--- src/logic/atpr_cfg.svh ---
// offsets, reset values and widths for the tuning parameter bank
`ifndef ATPR_CFG_SVH
`define ATPR_CFG_SVH
`define ATPR_ADDR_W 10
`define ATPR_DATA_W 8
`define ATPR_OFS_CLK_LOW 10'h100
`define ATPR_OFS_CLK_HIGH 10'h101
`define ATPR_OFS_IF_LOW 10'h102
`define ATPR_OFS_IF_HIGH 10'h103
`define ATPR_OFS_BW_LOW 10'h104
`define ATPR_OFS_BW_HIGH 10'h105
`define ATPR_OFS_TANK_L 10'h106
`define ATPR_OFS_MRGN_LOW 10'h107
`define ATPR_OFS_MRGN_UP 10'h108
`define ATPR_OFS_MRGN_TANK 10'h109
`define ATPR_OFS_CAL_CMD 10'h116
`define ATPR_RST_CLK_LOW 8'h10
`define ATPR_RST_CLK_HIGH 8'h0e
`define ATPR_RST_IF_LOW 8'h2c
`define ATPR_RST_IF_HIGH 8'h01
`define ATPR_RST_BW_LOW 8'h3c
`define ATPR_RST_BW_HIGH 8'h00
`define ATPR_RST_TANK_L 8'h14
`define ATPR_RST_MRGN_LOW 8'h05
`define ATPR_RST_MRGN_UP 8'h05
`define ATPR_RST_MRGN_TANK 8'h00
`define ATPR_RST_CAL_CMD 8'h00
`endif

--- src/logic/atpr_pkg.sv ---
// types shared by the tuning parameter bank
package atpr_pkg;
  typedef logic [7:0] atpr_byte_type;
  typedef logic [9:0] atpr_addr_type;
endpackage

--- src/logic/atpr_regs.sv ---
// tuning parameter register bank behind the control port
`timescale 1ns/1ps
`include "atpr_cfg.svh"
module atpr_regs
  import atpr_pkg::*;
(
  // clock and reset
  input wire logic clk,
  input wire logic nrst,
  // control port access, same clock
  input wire logic wr_en,
  input wire logic rd_en,
  input wire atpr_addr_type addr,
  input wire atpr_byte_type wr_data,
  output atpr_byte_type rd_data,
  output logic rd_hit,
  // software reset strobe from the control port
  input wire logic software_reset_bit,
  // calibration controller handshake
  input wire logic cal_end,
  output logic cal_busy,
  output atpr_byte_type cal_cmd,
  // parameter values for the calibration controller
  output logic [15:0] conv_clock_freq,
  output logic [15:0] if_centre_freq,
  output logic [15:0] bandwidth,
  output atpr_byte_type tank_inductance,
  output atpr_byte_type lower_resonator_margin,
  output atpr_byte_type upper_resonator_margin,
  output atpr_byte_type tank_resonator_margin
);

  ////////////////////////////////////////////////////////////////////////////
  // storage
  atpr_byte_type conv_clock_freq_low;
  atpr_byte_type conv_clock_freq_high;
  atpr_byte_type if_centre_freq_low;
  atpr_byte_type if_centre_freq_high;
  atpr_byte_type bandwidth_low;
  atpr_byte_type bandwidth_high;
  atpr_byte_type cal_cmd_reg;

  // write strobe for one offset
  function automatic logic hit_wr(input logic en, input atpr_addr_type a,
                                  input atpr_addr_type ofs);
    hit_wr = en && (a == ofs);
  endfunction

  ////////////////////////////////////////////////////////////////////////////
  // address decode
  wire logic we_clk_low = hit_wr(wr_en, addr, `ATPR_OFS_CLK_LOW);
  wire logic we_clk_high = hit_wr(wr_en, addr, `ATPR_OFS_CLK_HIGH);
  wire logic we_if_low = hit_wr(wr_en, addr, `ATPR_OFS_IF_LOW);
  wire logic we_if_high = hit_wr(wr_en, addr, `ATPR_OFS_IF_HIGH);
  wire logic we_bw_low = hit_wr(wr_en, addr, `ATPR_OFS_BW_LOW);
  wire logic we_bw_high = hit_wr(wr_en, addr, `ATPR_OFS_BW_HIGH);
  wire logic we_tank_l = hit_wr(wr_en, addr, `ATPR_OFS_TANK_L);
  wire logic we_mrgn_low = hit_wr(wr_en, addr, `ATPR_OFS_MRGN_LOW);
  wire logic we_mrgn_up = hit_wr(wr_en, addr, `ATPR_OFS_MRGN_UP);
  wire logic we_mrgn_tank = hit_wr(wr_en, addr, `ATPR_OFS_MRGN_TANK);
  wire logic we_cal_cmd = hit_wr(wr_en, addr, `ATPR_OFS_CAL_CMD);

  ////////////////////////////////////////////////////////////////////////////
  // parameter registers, one short process each, software reset restores defaults
  // converter clock frequency, low byte
  always_ff @(posedge clk or negedge nrst) begin
    if (!nrst) begin
      conv_clock_freq_low <= `ATPR_RST_CLK_LOW;
    end else if (software_reset_bit) begin
      conv_clock_freq_low <= `ATPR_RST_CLK_LOW;
    end else if (we_clk_low) begin
      conv_clock_freq_low <= wr_data;
    end
  end

  // converter clock frequency, high byte
  always_ff @(posedge clk or negedge nrst) begin
    if (!nrst) begin
      conv_clock_freq_high <= `ATPR_RST_CLK_HIGH;
    end else if (software_reset_bit) begin
      conv_clock_freq_high <= `ATPR_RST_CLK_HIGH;
    end else if (we_clk_high) begin
      conv_clock_freq_high <= wr_data;
    end
  end

  // if centre frequency, low byte
  always_ff @(posedge clk or negedge nrst) begin
    if (!nrst) begin
      if_centre_freq_low <= `ATPR_RST_IF_LOW;
    end else if (software_reset_bit) begin
      if_centre_freq_low <= `ATPR_RST_IF_LOW;
    end else if (we_if_low) begin
      if_centre_freq_low <= wr_data;
    end
  end

  // if centre frequency, high byte
  always_ff @(posedge clk or negedge nrst) begin
    if (!nrst) begin
      if_centre_freq_high <= `ATPR_RST_IF_HIGH;
    end else if (software_reset_bit) begin
      if_centre_freq_high <= `ATPR_RST_IF_HIGH;
    end else if (we_if_high) begin
      if_centre_freq_high <= wr_data;
    end
  end

  // bandwidth, low byte
  always_ff @(posedge clk or negedge nrst) begin
    if (!nrst) begin
      bandwidth_low <= `ATPR_RST_BW_LOW;
    end else if (software_reset_bit) begin
      bandwidth_low <= `ATPR_RST_BW_LOW;
    end else if (we_bw_low) begin
      bandwidth_low <= wr_data;
    end
  end

  // bandwidth, high byte, stored as written
  always_ff @(posedge clk or negedge nrst) begin
    if (!nrst) begin
      bandwidth_high <= `ATPR_RST_BW_HIGH;
    end else if (software_reset_bit) begin
      bandwidth_high <= `ATPR_RST_BW_HIGH;
    end else if (we_bw_high) begin
      bandwidth_high <= wr_data;
    end
  end

  // tank inductance
  always_ff @(posedge clk or negedge nrst) begin
    if (!nrst) begin
      tank_inductance <= `ATPR_RST_TANK_L;
    end else if (software_reset_bit) begin
      tank_inductance <= `ATPR_RST_TANK_L;
    end else if (we_tank_l) begin
      tank_inductance <= wr_data;
    end
  end

  // lower resonator margin
  always_ff @(posedge clk or negedge nrst) begin
    if (!nrst) begin
      lower_resonator_margin <= `ATPR_RST_MRGN_LOW;
    end else if (software_reset_bit) begin
      lower_resonator_margin <= `ATPR_RST_MRGN_LOW;
    end else if (we_mrgn_low) begin
      lower_resonator_margin <= wr_data;
    end
  end

  // upper resonator margin
  always_ff @(posedge clk or negedge nrst) begin
    if (!nrst) begin
      upper_resonator_margin <= `ATPR_RST_MRGN_UP;
    end else if (software_reset_bit) begin
      upper_resonator_margin <= `ATPR_RST_MRGN_UP;
    end else if (we_mrgn_up) begin
      upper_resonator_margin <= wr_data;
    end
  end

  // tank resonator margin
  always_ff @(posedge clk or negedge nrst) begin
    if (!nrst) begin
      tank_resonator_margin <= `ATPR_RST_MRGN_TANK;
    end else if (software_reset_bit) begin
      tank_resonator_margin <= `ATPR_RST_MRGN_TANK;
    end else if (we_mrgn_tank) begin
      tank_resonator_margin <= wr_data;
    end
  end

  ////////////////////////////////////////////////////////////////////////////
  // calibration command, a new write wins over the end strobe
  always_ff @(posedge clk or negedge nrst) begin
    if (!nrst) begin
      cal_cmd_reg <= `ATPR_RST_CAL_CMD;
    end else if (software_reset_bit) begin
      cal_cmd_reg <= `ATPR_RST_CAL_CMD;
    end else if (we_cal_cmd) begin
      cal_cmd_reg <= wr_data;
    end else if (cal_end) begin
      cal_cmd_reg <= `ATPR_RST_CAL_CMD;
    end
  end

  assign cal_cmd = cal_cmd_reg;
  assign cal_busy = |cal_cmd_reg;

  ////////////////////////////////////////////////////////////////////////////
  // assembled 16-bit parameters, low byte in bits 7:0
  assign conv_clock_freq = {conv_clock_freq_high, conv_clock_freq_low};
  assign if_centre_freq = {if_centre_freq_high, if_centre_freq_low};
  // high byte is expected zero from software
  assign bandwidth = {bandwidth_high, bandwidth_low};

  ////////////////////////////////////////////////////////////////////////////
  // read mux, unmapped offsets return zero
  atpr_byte_type next_rd_data;
  logic next_rd_hit;
  always_comb begin
    next_rd_hit = 1'b1;
    unique case (addr)
      `ATPR_OFS_CLK_LOW: next_rd_data = conv_clock_freq_low;
      `ATPR_OFS_CLK_HIGH: next_rd_data = conv_clock_freq_high;
      `ATPR_OFS_IF_LOW: next_rd_data = if_centre_freq_low;
      `ATPR_OFS_IF_HIGH: next_rd_data = if_centre_freq_high;
      `ATPR_OFS_BW_LOW: next_rd_data = bandwidth_low;
      `ATPR_OFS_BW_HIGH: next_rd_data = bandwidth_high;
      `ATPR_OFS_TANK_L: next_rd_data = tank_inductance;
      `ATPR_OFS_MRGN_LOW: next_rd_data = lower_resonator_margin;
      `ATPR_OFS_MRGN_UP: next_rd_data = upper_resonator_margin;
      `ATPR_OFS_MRGN_TANK: next_rd_data = tank_resonator_margin;
      `ATPR_OFS_CAL_CMD: next_rd_data = cal_cmd_reg;
      default: begin
        next_rd_data = 8'h00;
        next_rd_hit = 1'b0;
      end
    endcase
  end

  // registered read data, one cycle after rd_en
  always_ff @(posedge clk or negedge nrst) begin
    if (!nrst) begin
      rd_data <= 8'h00;
      rd_hit <= 1'b0;
    end else if (rd_en) begin
      rd_data <= next_rd_data;
      rd_hit <= next_rd_hit;
    end
  end

  ////////////////////////////////////////////////////////////////////////////
  // checks
  a_clk_low_write: assert property (@(posedge clk) disable iff (!nrst)
    we_clk_low && !software_reset_bit |=> conv_clock_freq[7:0] == $past(wr_data))
    else $error("clock low byte not stored");
  a_clk_high_write: assert property (@(posedge clk) disable iff (!nrst)
    we_clk_high && !software_reset_bit |=> conv_clock_freq[15:8] == $past(wr_data))
    else $error("clock high byte not stored");
  a_clk_default: assert property (@(posedge clk) disable iff (!nrst)
    software_reset_bit |=> conv_clock_freq == 16'h0e10)
    else $error("clock default wrong");
  a_if_default: assert property (@(posedge clk) disable iff (!nrst)
    software_reset_bit |=> if_centre_freq == 16'h012c)
    else $error("if default wrong");
  a_bw_default: assert property (@(posedge clk) disable iff (!nrst)
    software_reset_bit |=> bandwidth == 16'h003c)
    else $error("bandwidth default wrong");
  a_tank_default: assert property (@(posedge clk) disable iff (!nrst)
    software_reset_bit |=> tank_inductance == 8'h14)
    else $error("inductance default wrong");
  a_margin_default: assert property (@(posedge clk) disable iff (!nrst)
    software_reset_bit |=> lower_resonator_margin == 8'h05 &&
      upper_resonator_margin == 8'h05 && tank_resonator_margin == 8'h00)
    else $error("margin default wrong");
  a_margin_hold: assert property (@(posedge clk) disable iff (!nrst)
    !wr_en && !software_reset_bit |=> $stable(tank_resonator_margin) &&
      $stable(upper_resonator_margin) && $stable(lower_resonator_margin))
    else $error("margin changed without write");
  a_cal_self_clear: assert property (@(posedge clk) disable iff (!nrst)
    cal_end && !we_cal_cmd |=> !cal_busy)
    else $error("calibration command not cleared");
  a_read_back: assert property (@(posedge clk) disable iff (!nrst)
    we_tank_l && !software_reset_bit ##1 rd_en && addr == `ATPR_OFS_TANK_L
      |=> rd_data == $past(wr_data, 2) && rd_hit)
    else $error("read back mismatch");
  // every byte written without software reset lands unmodified
  a_if_low_write: assert property (@(posedge clk) disable iff (!nrst)
    we_if_low && !software_reset_bit |=> if_centre_freq[7:0] == $past(wr_data))
    else $error("if low byte not stored");
  a_if_high_write: assert property (@(posedge clk) disable iff (!nrst)
    we_if_high && !software_reset_bit |=> if_centre_freq[15:8] == $past(wr_data))
    else $error("if high byte not stored");
  a_bw_low_write: assert property (@(posedge clk) disable iff (!nrst)
    we_bw_low && !software_reset_bit |=> bandwidth[7:0] == $past(wr_data))
    else $error("bandwidth low byte not stored");
  a_bw_high_write: assert property (@(posedge clk) disable iff (!nrst)
    we_bw_high && !software_reset_bit |=> bandwidth[15:8] == $past(wr_data))
    else $error("bandwidth high byte not stored");
  a_tank_write: assert property (@(posedge clk) disable iff (!nrst)
    we_tank_l && !software_reset_bit |=> tank_inductance == $past(wr_data))
    else $error("inductance not stored");
  a_lower_margin_write: assert property (@(posedge clk) disable iff (!nrst)
    we_mrgn_low && !software_reset_bit |=> lower_resonator_margin == $past(wr_data))
    else $error("lower margin not stored");
  a_upper_margin_write: assert property (@(posedge clk) disable iff (!nrst)
    we_mrgn_up && !software_reset_bit |=> upper_resonator_margin == $past(wr_data))
    else $error("upper margin not stored");
  a_tank_margin_write: assert property (@(posedge clk) disable iff (!nrst)
    we_mrgn_tank && !software_reset_bit |=> tank_resonator_margin == $past(wr_data))
    else $error("tank margin not stored");
  a_reset_over_write: assert property (@(posedge clk) disable iff (!nrst)
    software_reset_bit && wr_en |=> if_centre_freq == 16'h012c &&
      tank_inductance == 8'h14 && cal_cmd == 8'h00)
    else $error("write not lost under software reset");
  a_reset_release: assert property (@(posedge clk)
    $rose(nrst) |-> conv_clock_freq == 16'h0e10 && if_centre_freq == 16'h012c &&
      bandwidth == 16'h003c && !cal_busy && !rd_hit)
    else $error("defaults missing after reset");
  a_cal_write_wins: assert property (@(posedge clk) disable iff (!nrst)
    we_cal_cmd && !software_reset_bit |=> cal_cmd == $past(wr_data))
    else $error("calibration command write lost");
  a_read_hold: assert property (@(posedge clk) disable iff (!nrst)
    !rd_en |=> $stable(rd_data) && $stable(rd_hit))
    else $error("read data changed without read");

  c_write_clock: cover property (@(posedge clk) disable iff (!nrst) we_clk_high);
  c_soft_reset: cover property (@(posedge clk) disable iff (!nrst) software_reset_bit);
  c_cal_cycle: cover property (@(posedge clk) disable iff (!nrst)
    we_cal_cmd ##[1:20] cal_end);
  c_unmapped_read: cover property (@(posedge clk) disable iff (!nrst)
    rd_en && !next_rd_hit);

endmodule

--- config.mk ---
export PLATFORM = sky130hd
export DESIGN_NAME = atpr_regs
export DESIGN_NICKNAME = d
export VERILOG_FILES = /design/src/logic/atpr_pkg.sv /design/src/logic/atpr_regs.sv
export VERILOG_INCLUDE_DIRS = /design/src /design/src/logic
export SDC_FILE = /design/constraint.sdc
export NUM_CORES = 1
export LEC_CHECK = 0
export BUFFER_PORTS_ARGS = -buffer_cell sky130_fd_sc_hd__buf_2
export CAP_MARGIN = 30
export CORE_ASPECT_RATIO = 1.75
export CORE_MARGIN = 5
export CORE_UTILIZATION = 30
export CTS_CLUSTER_SIZE = 8
export DETAILED_ROUTE_END_ITERATION = 6
export PLACE_DENSITY = 0.55
export SLEW_MARGIN = 5
export SYNTH_ARGS = -nofsm -noshare
export SYNTH_HDL_FRONTEND = slang
export SYNTH_SLANG_ARGS = --single-unit
--- constraint.sdc ---
create_clock -name clk -period 3.8 [get_ports clk]
set_input_delay 0.38 -clock clk [delete_from_list [all_inputs] [get_ports clk]]
set_output_delay 0.38 -clock clk [all_outputs]
set_load 0.02 [all_outputs]
Word-level counts from Yosys, hierarchy flattened
Index checks and enable logic that the tools add are counted.
- register bits: 97
- input bits: 24
- output and inout bits: 98
- word-level logic and storage cells: 73
- eq/ne operators: 11
- muxes and demuxes: 25
- reductions and logical operators: 24
- operators by type and width (cell ; number):
    $mux 8 ; 23
    $eq 10x9->1 const B ; 11
    $pmux 8 s11 ; 1
    $reduce_bool 2->1 ; 10
    $logic_and 1x1->1 ; 11
    $reduce_or 11->1 ; 1
    $reduce_or 8->1 ; 1
    $reduce_bool 3->1 ; 1
    $mux 1 ; 1

Depth between registers and ports, before layout
Gate-level depths: netlist (run 1).
- word-level depth: 4
- depth in mapped cells: 9
- mapped depth without buffers: 5

Least setup slack after synthesis (run 1)
Ideal clock, no wire load.
- kind: input port to flip-flop
- start: input addr[3]
- end: register if_centre_freq_low[2]
- library setup time: 0.082 ns
- data arrival time: 1.690 ns
- data required time: 3.718 ns
- setup slack: 2.028 ns
- stages on the path: 6
- path buffers: 2
- cells stage by stage: buf_2 -> or4b_4 -> nor2_4 -> nand2_1 -> buf_2 -> a211o_1
- cells in the longest elaborated chain, start to end: 3
- ends and longest elaborated chain (item ; line ; RTL):
    from (decl) ; atpr_regs.sv:13 ; input wire atpr_addr_type addr,
    $eq 10x9->1 ; atpr_regs.sv:46 ; hit_wr = en && (a == ofs);
    $logic_and 1x1->1 ; atpr_regs.sv:46 ;
    $reduce_bool 2->1 (no line) ; n/a ;
    to (signal assigned) ; atpr_regs.sv:90 ; if_centre_freq_low <= `ATPR_RST_IF_LOW;
    to (signal assigned) ; atpr_regs.sv:92 ; if_centre_freq_low <= `ATPR_RST_IF_LOW;
    to (signal assigned) ; atpr_regs.sv:94 ; if_centre_freq_low <= wr_data;
    to (decl) ; atpr_regs.sv:37 ; atpr_byte_type if_centre_freq_low;
No other way between the ends.
A chain may end at the register's enable or synchronous reset.

Final worst setup path (run 1)
- start: input addr[4]
- end: register bandwidth_high[0]
- cells in the longest elaborated chain, start to end: 3
- ends and longest elaborated chain (item ; line ; RTL):
    $eq 10x9->1 ; atpr_regs.sv:46 ;
    $logic_and 1x1->1 ; atpr_regs.sv:46 ;
    $reduce_bool 2->1 (no line) ; n/a ;
    to (signal assigned) ; atpr_regs.sv:123 ; bandwidth_high <= `ATPR_RST_BW_HIGH;
    to (signal assigned) ; atpr_regs.sv:125 ; bandwidth_high <= `ATPR_RST_BW_HIGH;
    to (signal assigned) ; atpr_regs.sv:127 ; bandwidth_high <= wr_data;
    to (decl) ; atpr_regs.sv:40 ; atpr_byte_type bandwidth_high;
No other way between the ends.

==> impl_results.html, run 1 <==
<table>
<tr><th>Metric</th><th>Value</th></tr>
<tr><th colspan="2">Status</th></tr>
<tr><td>Result of the run</td><td>finished, final reports clean</td></tr>
<tr><th colspan="2">Yosys</th></tr>
<tr><td>Most frequent cell after synthesis</td><td>sky130_fd_sc_hd__nand2_1</td></tr>
<tr><td>Total of flip-flops plus latches after synthesis</td><td>97</td></tr>
<tr><td>Yosys top cell by area</td><td>sky130_fd_sc_hd__dfrtp_1</td></tr>
<tr><td>Area fraction in and, or, nand and nor cells after synthesis</td><td>0.195</td></tr>
<tr><td>Sequential-to-total area share from yosys stat</td><td>0.491</td></tr>
<tr><td>Yosys Warn Count</td><td>0</td></tr>
<tr><td>Number of distinct standard cells referenced by the synthesized netlist</td><td>51</td></tr>
<tr><td>Synthesized-area fraction occupied by ao, oa, aoi and oai cells</td><td>0.149</td></tr>
<tr><td>Mux cell area share after synthesis</td><td>0.121</td></tr>
<tr><td>Most common flop cell mapped by yosys</td><td>sky130_fd_sc_hd__dfrtp_1</td></tr>
<tr><td>Most area-consuming cells after synthesis</td><td>sky130_fd_sc_hd__dfrtp_1 (40%), sky130_fd_sc_hd__dfstp_2 (9.5%), sky130_fd_sc_hd__mux2i_1 (8.0%), sky130_fd_sc_hd__nand2_1 (6.5%), sky130_fd_sc_hd__a21oi_1 (5.0%)</td></tr>
<tr><td>Fraction of the mapped netlist area in adder cells</td><td>0</td></tr>
<tr><td>Post-Synth XOR/XNOR Area</td><td>0</td></tr>
<tr><td>Average footprint of a synthesized cell</td><td>9.87 um^2</td></tr>
<tr><td>Number of enable flip-flop cells after synthesis</td><td>0</td></tr>
<tr><td>Main combinational cell family by area after synthesis</td><td>simple AND/OR/NAND/NOR gates</td></tr>
<tr><td>Cells after synthesis</td><td>506</td></tr>
<tr><td>Area share of the largest cell type after synthesis</td><td>0.396</td></tr>
<tr><td>Async SR Flop Fraction</td><td>1.00</td></tr>
<tr><td>Most instantiated cells after synthesis</td><td>sky130_fd_sc_hd__nand2_1 (86), sky130_fd_sc_hd__dfrtp_1 (79), sky130_fd_sc_hd__a21oi_1 (50)</td></tr>
<tr><td>Nets in the synthesized netlist</td><td>530</td></tr>
<tr><td>Mapped Area</td><td>4990 um^2</td></tr>
<tr><th colspan="2">Setup path</th></tr>
<tr><td>Endpoint arrival time on the critical path</td><td>2480 ps</td></tr>
<tr><td>Crit path launch</td><td>addr[4]</td></tr>
<tr><td>R2r endpoint</td><td>rd_data[0]$_DFFE_PN0P_</td></tr>
<tr><td>Launch instance of the worst register-to-register path</td><td>lower_resonator_margin[0]$_DFFE_PN1P_</td></tr>
<tr><td>Worst Setup Start Kind</td><td>input pin</td></tr>
<tr><td>Crit Path Class</td><td>input pin to flip-flop</td></tr>
<tr><td>Worst endpoint required time</td><td>4020 ps</td></tr>
<tr><td>Cell count of the worst reg-to-reg path</td><td>5</td></tr>
<tr><td>R2R setup slack</td><td>2100 ps</td></tr>
<tr><td>Crit Path Max Fanout</td><td>10</td></tr>
<tr><td>Critical Path End Type</td><td>flip-flop</td></tr>
<tr><th colspan="2">Timing</th></tr>
<tr><td>Number of pins with negative max-slew slack in the final report</td><td>0</td></tr>
<tr><td>Relative max-transition margin</td><td>0.389</td></tr>
<tr><td>Post-layout min period</td><td>2260 ps</td></tr>
<tr><td>Hold Violations, Final</td><td>0</td></tr>
<tr><td>Max Clock Skew</td><td>8.60 ps</td></tr>
<tr><td>Fraction of the cycle the final worst path needs</td><td>0.594</td></tr>
<tr><td>Setup repair after global routing missed its margin</td><td>false</td></tr>
<tr><td>Maximum achievable frequency</td><td>443 MHz</td></tr>
<tr><td>Setup_tns</td><td>0 ps</td></tr>
<tr><td>Actual slew at the worst max-slew pin</td><td>909 ps</td></tr>
<tr><td>Setup violators final</td><td>0</td></tr>
<tr><th colspan="2">CTS</th></tr>
<tr><td>Count of buffers added by post-CTS timing repair for setup</td><td>0</td></tr>
<tr><td>Number of sinks on the clock net</td><td>97</td></tr>
<tr><td>Clock network latency to the later pin of the worst-skew pair</td><td>350 ps</td></tr>
<tr><td>Clock-pin transition on the worst setup and hold timing paths</td><td>70 ps</td></tr>
<tr><td>Count of instances resized after the clock tree is built</td><td>0</td></tr>
<tr><td>Cts-stage hold buffer count</td><td>0</td></tr>
<tr><td>TritonCTS clock tree</td><td>done</td></tr>
<tr><td>CTS HTree Levels</td><td>3</td></tr>
<tr><td>Max Root-Sink Buffers</td><td>2</td></tr>
<tr><td>Total clock buffers created by CTS</td><td>9</td></tr>
<tr><td>Clk Tree Root Cell</td><td>sky130_fd_sc_hd__clkbuf_16</td></tr>
<tr><th colspan="2">Cells and area</th></tr>
<tr><td>Antenna diode count</td><td>0</td></tr>
<tr><td>Filler-free cell count of the finished design</td><td>834</td></tr>
<tr><td>Synth-to-layout area growth</td><td>21.5%</td></tr>
<tr><td>Multi-input gate area in the final layout</td><td>2320 um^2</td></tr>
<tr><td>Fraction of final layout cells with drive strength greater than 1</td><td>0.303</td></tr>
<tr><td>Final Net Count</td><td>629</td></tr>
<tr><td>Area occupied by registers</td><td>2450 um^2</td></tr>
<tr><td>Final core area utilization</td><td>0.370</td></tr>
<tr><td>Final-layout fill cell count</td><td>1688</td></tr>
<tr><th colspan="2">Route</th></tr>
<tr><td>DR top layer</td><td>met4</td></tr>
<tr><td>DRC errors left</td><td>0</td></tr>
<tr><td>Vias per Instance</td><td>5.27</td></tr>
<tr><td>First-pass iteration count of the detailed router</td><td>6</td></tr>
<tr><td>Routed vias</td><td>4396</td></tr>
<tr><td>Average wire per cell in the routed design</td><td>21.6 um</td></tr>
<tr><td>Iter 0 DRT Violations</td><td>347</td></tr>
<tr><td>Remaining antenna violation count after routing</td><td>0</td></tr>
<tr><td>Wire length on met2</td><td>9460 um</td></tr>
<tr><td>Post-Route WL</td><td>18000 um</td></tr>
<tr><td>Routed length on met3</td><td>991 um</td></tr>
<tr><td>Total routed wire length on the met1 layer</td><td>6900 um</td></tr>
<tr><th colspan="2">Die</th></tr>
<tr><td>Die Span Y</td><td>181 um</td></tr>
<tr><td>Starting density of the core</td><td>0.305</td></tr>
<tr><td>Full die area</td><td>19400 um^2</td></tr>
<tr><td>CORE AREA</td><td>16400 um^2</td></tr>
<tr><td>Core Rows</td><td>62</td></tr>
<tr><td>Top-Level Pins</td><td>122</td></tr>
<tr><td>Horiz. Die Dim</td><td>108 um</td></tr>
<tr><th colspan="2">Placed design</th></tr>
<tr><td>Final GP Congestion</td><td>0.890</td></tr>
<tr><td>Placed cell count</td><td>816</td></tr>
<tr><td>Post-DP HPWL</td><td>13500 um</td></tr>
<tr><td>IO Port Bufs</td><td>121</td></tr>
<tr><th colspan="2">Global route</th></tr>
<tr><td>Overflow after GRT</td><td>0</td></tr>
<tr><td>Wire length of the first global-routing pass</td><td>27300 um</td></tr>
<tr><td>Antenna violations before repair</td><td>0</td></tr>
<tr><td>Total GRT Usage</td><td>0.185</td></tr>
<tr><td>Via count of the first global-routing pass</td><td>4443</td></tr>
<tr><td>Pin count of the biggest net entering global routing</td><td>77</td></tr>
<tr><th colspan="2">Job</th></tr>
<tr><td>Number of maximum-capacitance constraint violations</td><td>0</td></tr>
<tr><th colspan="2">Power and ir drop</th></tr>
<tr><td>Peak supply drop</td><td>0.190 mV</td></tr>
<tr><td>PwrDens</td><td>346 nW/um^2</td></tr>
<tr><td>Leakage power of the design</td><td>2.89 nW</td></tr>
<tr><th colspan="2">Hold path</th></tr>
<tr><td>Hold crit path type</td><td>input pin to asynchronous set/reset pin</td></tr>
</table>
[worst max-delay path, cell delays in order]
cell                      delay [ps]
sky130_fd_sc_hd__buf_2           130
sky130_fd_sc_hd__nor4_2          790
sky130_fd_sc_hd__and2_1          460
sky130_fd_sc_hd__nand3_2         390
sky130_fd_sc_hd__mux2i_1         270
sky130_fd_sc_hd__nor2_1           50
[metrics by stage]
stage                     power [mW]  worst slack, ps  cell area (um^2)  hold slack [ps]
after floorplan                 1.13             2030              4990             84.4
after global placement          1.19             1320              5730              464
after detailed placement        1.20             1250              5730              473
after CTS                       2.12             1600              6030              206
after global routing            2.16             1420              6060              405
final                           2.10             1540              6060              388
[per-layer routing]
| layer | GRT usage | vias up |
|---|---|---|
| li1 | - | 1987 |
| met3 | 0.0359 | 33 |
| met2 | 0.325 | 184 |
| met5 | 0 | - |
| met1 | 0.219 | 2192 |
| met4 | 0.0748 | 0 |
[cell type report]
type                            count  area share
Tap cell                          224      0.0462
Timing Repair Buffer              129       0.114
Clock buffer                       10      0.0378
Clock inverter                      6      0.0111
Multi-Input combinational cell    361       0.383
Inverter                            7     0.00433
Sequential cell                    97       0.404
[kinds of logic (layout without fill, tap and decap cells)]
family / after synthesis / count (layout)
AND/OR/NAND/NOR: 198 / 198
AO/OA/AOI/OAI: 111 / 111
flip-flops: 97 / 97
multiplexers: 52 / 52
buffers and inverters: 48 / 152
[cells in the final DEF (no fill, tap or decap), types with 8 or more instances in the layout]
master,n
sky130_fd_sc_hd__mux2i_1,40
sky130_fd_sc_hd__dfstp_2,18
sky130_fd_sc_hd__buf_2,120
sky130_fd_sc_hd__clkbuf_16,9
sky130_fd_sc_hd__a21oi_1,50
sky130_fd_sc_hd__nor2b_1,8
sky130_fd_sc_hd__dfrtp_1,79
sky130_fd_sc_hd__a211o_1,12
sky130_fd_sc_hd__nor2_1,49
sky130_fd_sc_hd__a22o_1,10
sky130_fd_sc_hd__nand3_1,9
sky130_fd_sc_hd__nand2_1,86
sky130_fd_sc_hd__nand3b_1,10
[how the worst max path moves through the flow]
stage | endpoint | cells after the start | slack, ps
3_3_place_gp | conv_clock_freq_high[2]$_DFFE_PN1P_ | 5 | 1320
2_1_floorplan | if_centre_freq_low[2]$_DFFE_PN1P_ | 6 | 2030
4_1_cts | bandwidth_high[0]$_DFFE_PN0P_ | 6 | 1600
5_1_grt | bandwidth_high[6]$_DFFE_PN0P_ | 6 | 1420
3_5_place_dp | bandwidth_high[0]$_DFFE_PN0P_ | 6 | 1250
6_report | bandwidth_high[0]$_DFFE_PN0P_ | 6 | 1540
[where the power goes]
part	internal, mW	switching [mW]	leakage (nW)	total [mW]
clock network	0.513	0.403	0.139	0.916
logic	0.0383	0.110	1.46	0.148
registers	1.03	0.000426	1.29	1.03
total	1.58	0.514	2.89	2.10
Power figures use the tool's default switching activity.
==> run 2: changes to the inputs <==
==> constraint.sdc (replaced) <==
create_clock -name clk -period 2.3 [get_ports clk]
set_input_delay 0.23 -clock clk [delete_from_list [all_inputs] [get_ports clk]]
set_output_delay 0.23 -clock clk [all_outputs]
set_load 0.02 [all_outputs]
==> impl_results.html, run 2 (synthesis gave the netlist of run 1 again) <==
<table>
<tr><th>Metric</th><th>Value</th></tr>
<tr><th colspan="2">Setup path</th></tr>
<tr><td>Worst Setup Start Kind</td><td>flip-flop</td></tr>
<tr><td>Crit Path Class</td><td>flip-flop to output port</td></tr>
<tr><td>Critical Path End Type</td><td>output port</td></tr>
<tr><td>Worst endpoint required time</td><td>2070 ps</td></tr>
<tr><td>Endpoint arrival time on the critical path</td><td>1530 ps</td></tr>
<tr><td>Crit Path Max Fanout</td><td>4</td></tr>
<tr><th colspan="2">CTS</th></tr>
<tr><td>TritonCTS clock tree</td><td>done</td></tr>
<tr><td>Count of instances resized after the clock tree is built</td><td>0</td></tr>
<tr><td>Total clock buffers created by CTS</td><td>9</td></tr>
<tr><td>Max Root-Sink Buffers</td><td>2</td></tr>
<tr><td>Clock-pin transition on the worst setup and hold timing paths</td><td>70 ps</td></tr>
<tr><td>Clock network latency to the later pin of the worst-skew pair</td><td>350 ps</td></tr>
<tr><td>Number of sinks on the clock net</td><td>97</td></tr>
<tr><td>Clk Tree Root Cell</td><td>sky130_fd_sc_hd__clkbuf_16</td></tr>
<tr><td>CTS HTree Levels</td><td>3</td></tr>
<tr><th colspan="2">Placed design</th></tr>
<tr><td>Post-DP HPWL</td><td>13900 um</td></tr>
<tr><td>IO Port Bufs</td><td>121</td></tr>
<tr><td>Final GP Congestion</td><td>0.916</td></tr>
<tr><th colspan="2">Power and ir drop</th></tr>
<tr><td>Post-route total power</td><td>3.52 mW</td></tr>
<tr><td>Reg power frac</td><td>0.485</td></tr>
<tr><td>Combinational Power Share</td><td>0.073</td></tr>
<tr><td>Leakage power of the design</td><td>2.95 nW</td></tr>
<tr><td>Fraction of power spent switching nets</td><td>0.252</td></tr>
<tr><td>Peak supply drop</td><td>0.313 mV</td></tr>
<tr><td>Part of the total power dissipated in the clock network</td><td>0.442</td></tr>
<tr><td>PwrDens</td><td>573 nW/um^2</td></tr>
<tr><td>Internal power summed over all cells</td><td>2.64 mW</td></tr>
<tr><td>Sw power</td><td>886 uW</td></tr>
<tr><th colspan="2">Route</th></tr>
<tr><td>Vias per Instance</td><td>5.27</td></tr>
<tr><td>Average wire per cell in the routed design</td><td>21.7 um</td></tr>
<tr><td>Post-Route WL</td><td>18300 um</td></tr>
<tr><td>Remaining antenna violation count after routing</td><td>0</td></tr>
<tr><td>Iter 0 DRT Violations</td><td>298</td></tr>
<tr><td>Routed vias</td><td>4452</td></tr>
<tr><td>DRC errors left</td><td>0</td></tr>
<tr><td>First-pass iteration count of the detailed router</td><td>6</td></tr>
<tr><th colspan="2">Timing</th></tr>
<tr><td>Post-layout min period</td><td>1760 ps</td></tr>
<tr><td>Relative max-transition margin</td><td>0.604</td></tr>
<tr><td>Hold Violations, Final</td><td>0</td></tr>
<tr><td>Maximum achievable frequency</td><td>567 MHz</td></tr>
<tr><td>Number of pins with negative max-slew slack in the final report</td><td>0</td></tr>
<tr><td>Setup_tns</td><td>0 ps</td></tr>
<tr><td>Max Clock Skew</td><td>7.48 ps</td></tr>
<tr><td>Fraction of the cycle the final worst path needs</td><td>0.767</td></tr>
<tr><td>Setup repair after global routing missed its margin</td><td>false</td></tr>
<tr><td>Worst hold margin</td><td>239 ps</td></tr>
<tr><td>Actual slew at the worst max-slew pin</td><td>586 ps</td></tr>
<tr><td>Setup violators final</td><td>0</td></tr>
<tr><th colspan="2">Cells and area</th></tr>
<tr><td>Final Net Count</td><td>639</td></tr>
<tr><td>Most common cell after layout, fill and taps aside</td><td>sky130_fd_sc_hd__buf_2</td></tr>
<tr><td>Final-layout fill cell count</td><td>1706</td></tr>
<tr><td>Fraction of final layout cells with drive strength greater than 1</td><td>0.316</td></tr>
<tr><td>Most frequent cells in the layout</td><td>sky130_fd_sc_hd__buf_2 (120), sky130_fd_sc_hd__nand2_1 (86), sky130_fd_sc_hd__dfrtp_1 (79)</td></tr>
<tr><td>Synth-to-layout area growth</td><td>23.2%</td></tr>
<tr><th colspan="2">Global route</th></tr>
<tr><td>Pin count of the biggest net entering global routing</td><td>43</td></tr>
<tr><td>Wire length of the first global-routing pass</td><td>27800 um</td></tr>
<tr><td>Via count of the first global-routing pass</td><td>4501</td></tr>
<tr><td>Overflow after GRT</td><td>0</td></tr>
<tr><td>Total GRT Usage</td><td>0.189</td></tr>
<tr><td>Antenna violations before repair</td><td>1</td></tr>
<tr><th colspan="2">Die</th></tr>
<tr><td>Core Rows</td><td>62</td></tr>
<tr><td>Full die area</td><td>19400 um^2</td></tr>
<tr><td>Horiz. Die Dim</td><td>108 um</td></tr>
<tr><td>Die Span Y</td><td>181 um</td></tr>
<tr><td>Top-Level Pins</td><td>122</td></tr>
<tr><td>CORE AREA</td><td>16400 um^2</td></tr>
<tr><td>Starting density of the core</td><td>0.305</td></tr>
<tr><th colspan="2">Job</th></tr>
<tr><td>Number of maximum-capacitance constraint violations</td><td>0</td></tr>
<tr><th colspan="2">Hold path</th></tr>
<tr><td>Hold crit path type</td><td>input pin to flip-flop</td></tr>
<tr><th colspan="2">Status</th></tr>
<tr><td>Result of the run</td><td>finished, final reports clean</td></tr>
</table>
## run 2: cell types whose count changed in the layout (fill, tap and decap cells not counted)
cell,before,now
sky130_fd_sc_hd__buf_12,0,2
sky130_fd_sc_hd__buf_16,1,0
sky130_fd_sc_hd__buf_4,7,16
sky130_fd_sc_hd__clkbuf_1,1,0
sky130_fd_sc_hd__clkinv_2,1,2
sky130_fd_sc_hd__clkinv_4,1,0
sky130_fd_sc_hd__clkinvlp_4,2,0
sky130_fd_sc_hd__diode_2,0,1
sky130_fd_sc_hd__inv_6,1,4
## run 2: worst paths after layout
kind | from | end | slack (ps) | cells past startpoint
max | cal_cmd[2]$_DFFE_PN0P_ | cal_busy | 540 | 3
min | cal_end | cal_cmd[4]$_DFFE_PN0P_ | 240 | 3
max reg2reg | bandwidth_low[1]$_DFFE_PN0P_ | rd_data[1]$_DFFE_PN0P_ | 650 | 5
min reg2reg | rd_data[2]$_DFFE_PN0P_ | rd_data[2]$_DFFE_PN0P_ | 490 | 1
max in group asynchronous | nrst | bandwidth_low[5]$_DFFE_PN1P_ | 1240 | 3
min in group asynchronous | nrst | if_centre_freq_high[1]$_DFFE_PN0P_ | 390 | 2
## run 2: power by group through the flow
stage,registers (mW),clock network [mW],logic (mW)
2_1_floorplan,1.74,0,0.123
3_3_place_gp,1.74,0,0.256
3_5_place_dp,1.74,0,0.257
4_1_cts,1.71,1.57,0.259
5_1_grt,1.71,1.63,0.279
6_report,1.71,1.56,0.258
## run 2: worst max-delay path, cell delays in order, from the launching register on
cell                      delay (ps)
sky130_fd_sc_hd__dfrtp_1         450
sky130_fd_sc_hd__nor4_1          480
sky130_fd_sc_hd__nand2_1          90
sky130_fd_sc_hd__buf_2           170
## run 2: layer usage
layer / vias up / track usage / routed length [um]
met5: - / 0 / 0
met2: 187 / 0.317 / 9400
li1: 2011 / - / -
met4: 0 / 0.0910 / 905
met1: 2212 / 0.228 / 7010
met3: 42 / 0.0369 / 998
## run 2: what timing repair did
item | CTS | global route
buffers inserted | 0 | 0
endpoints found under the hold margin | 32 | 0
hold buffers | 1 | 0
## run 2: stage by stage
| step | util | instance area [um^2] | setup WS (ps) | instances |
|---|---|---|---|---|
| after floorplan | - | 4990 | 678 | 506 |
| after global placement | 0.357 | 5840 | 274 | 827 |
| after detailed placement | 0.357 | 5840 | 260 | 827 |
| after CTS | 0.376 | 6150 | 565 | 844 |
| after global routing | 0.376 | 6150 | 463 | 845 |
| final | 0.376 | 6150 | 535 | 845 |
## run 2: area by class of cell
| type | count | area (um^2) | share of cell area |
|---|---|---|---|
| multi-input combinational | 361 | 2320 | 0.377 |
| sequential | 97 | 2450 | 0.398 |
| timing repair buffer | 139 | 771 | 0.125 |
| clock buffer | 9 | 225 | 0.0366 |
| antenna | 1 | 2.50 | 0.000407 |
| inverter | 7 | 26.3 | 0.00427 |
| tap | 224 | 280 | 0.0456 |
| clock inverter | 7 | 75.1 | 0.0122 |
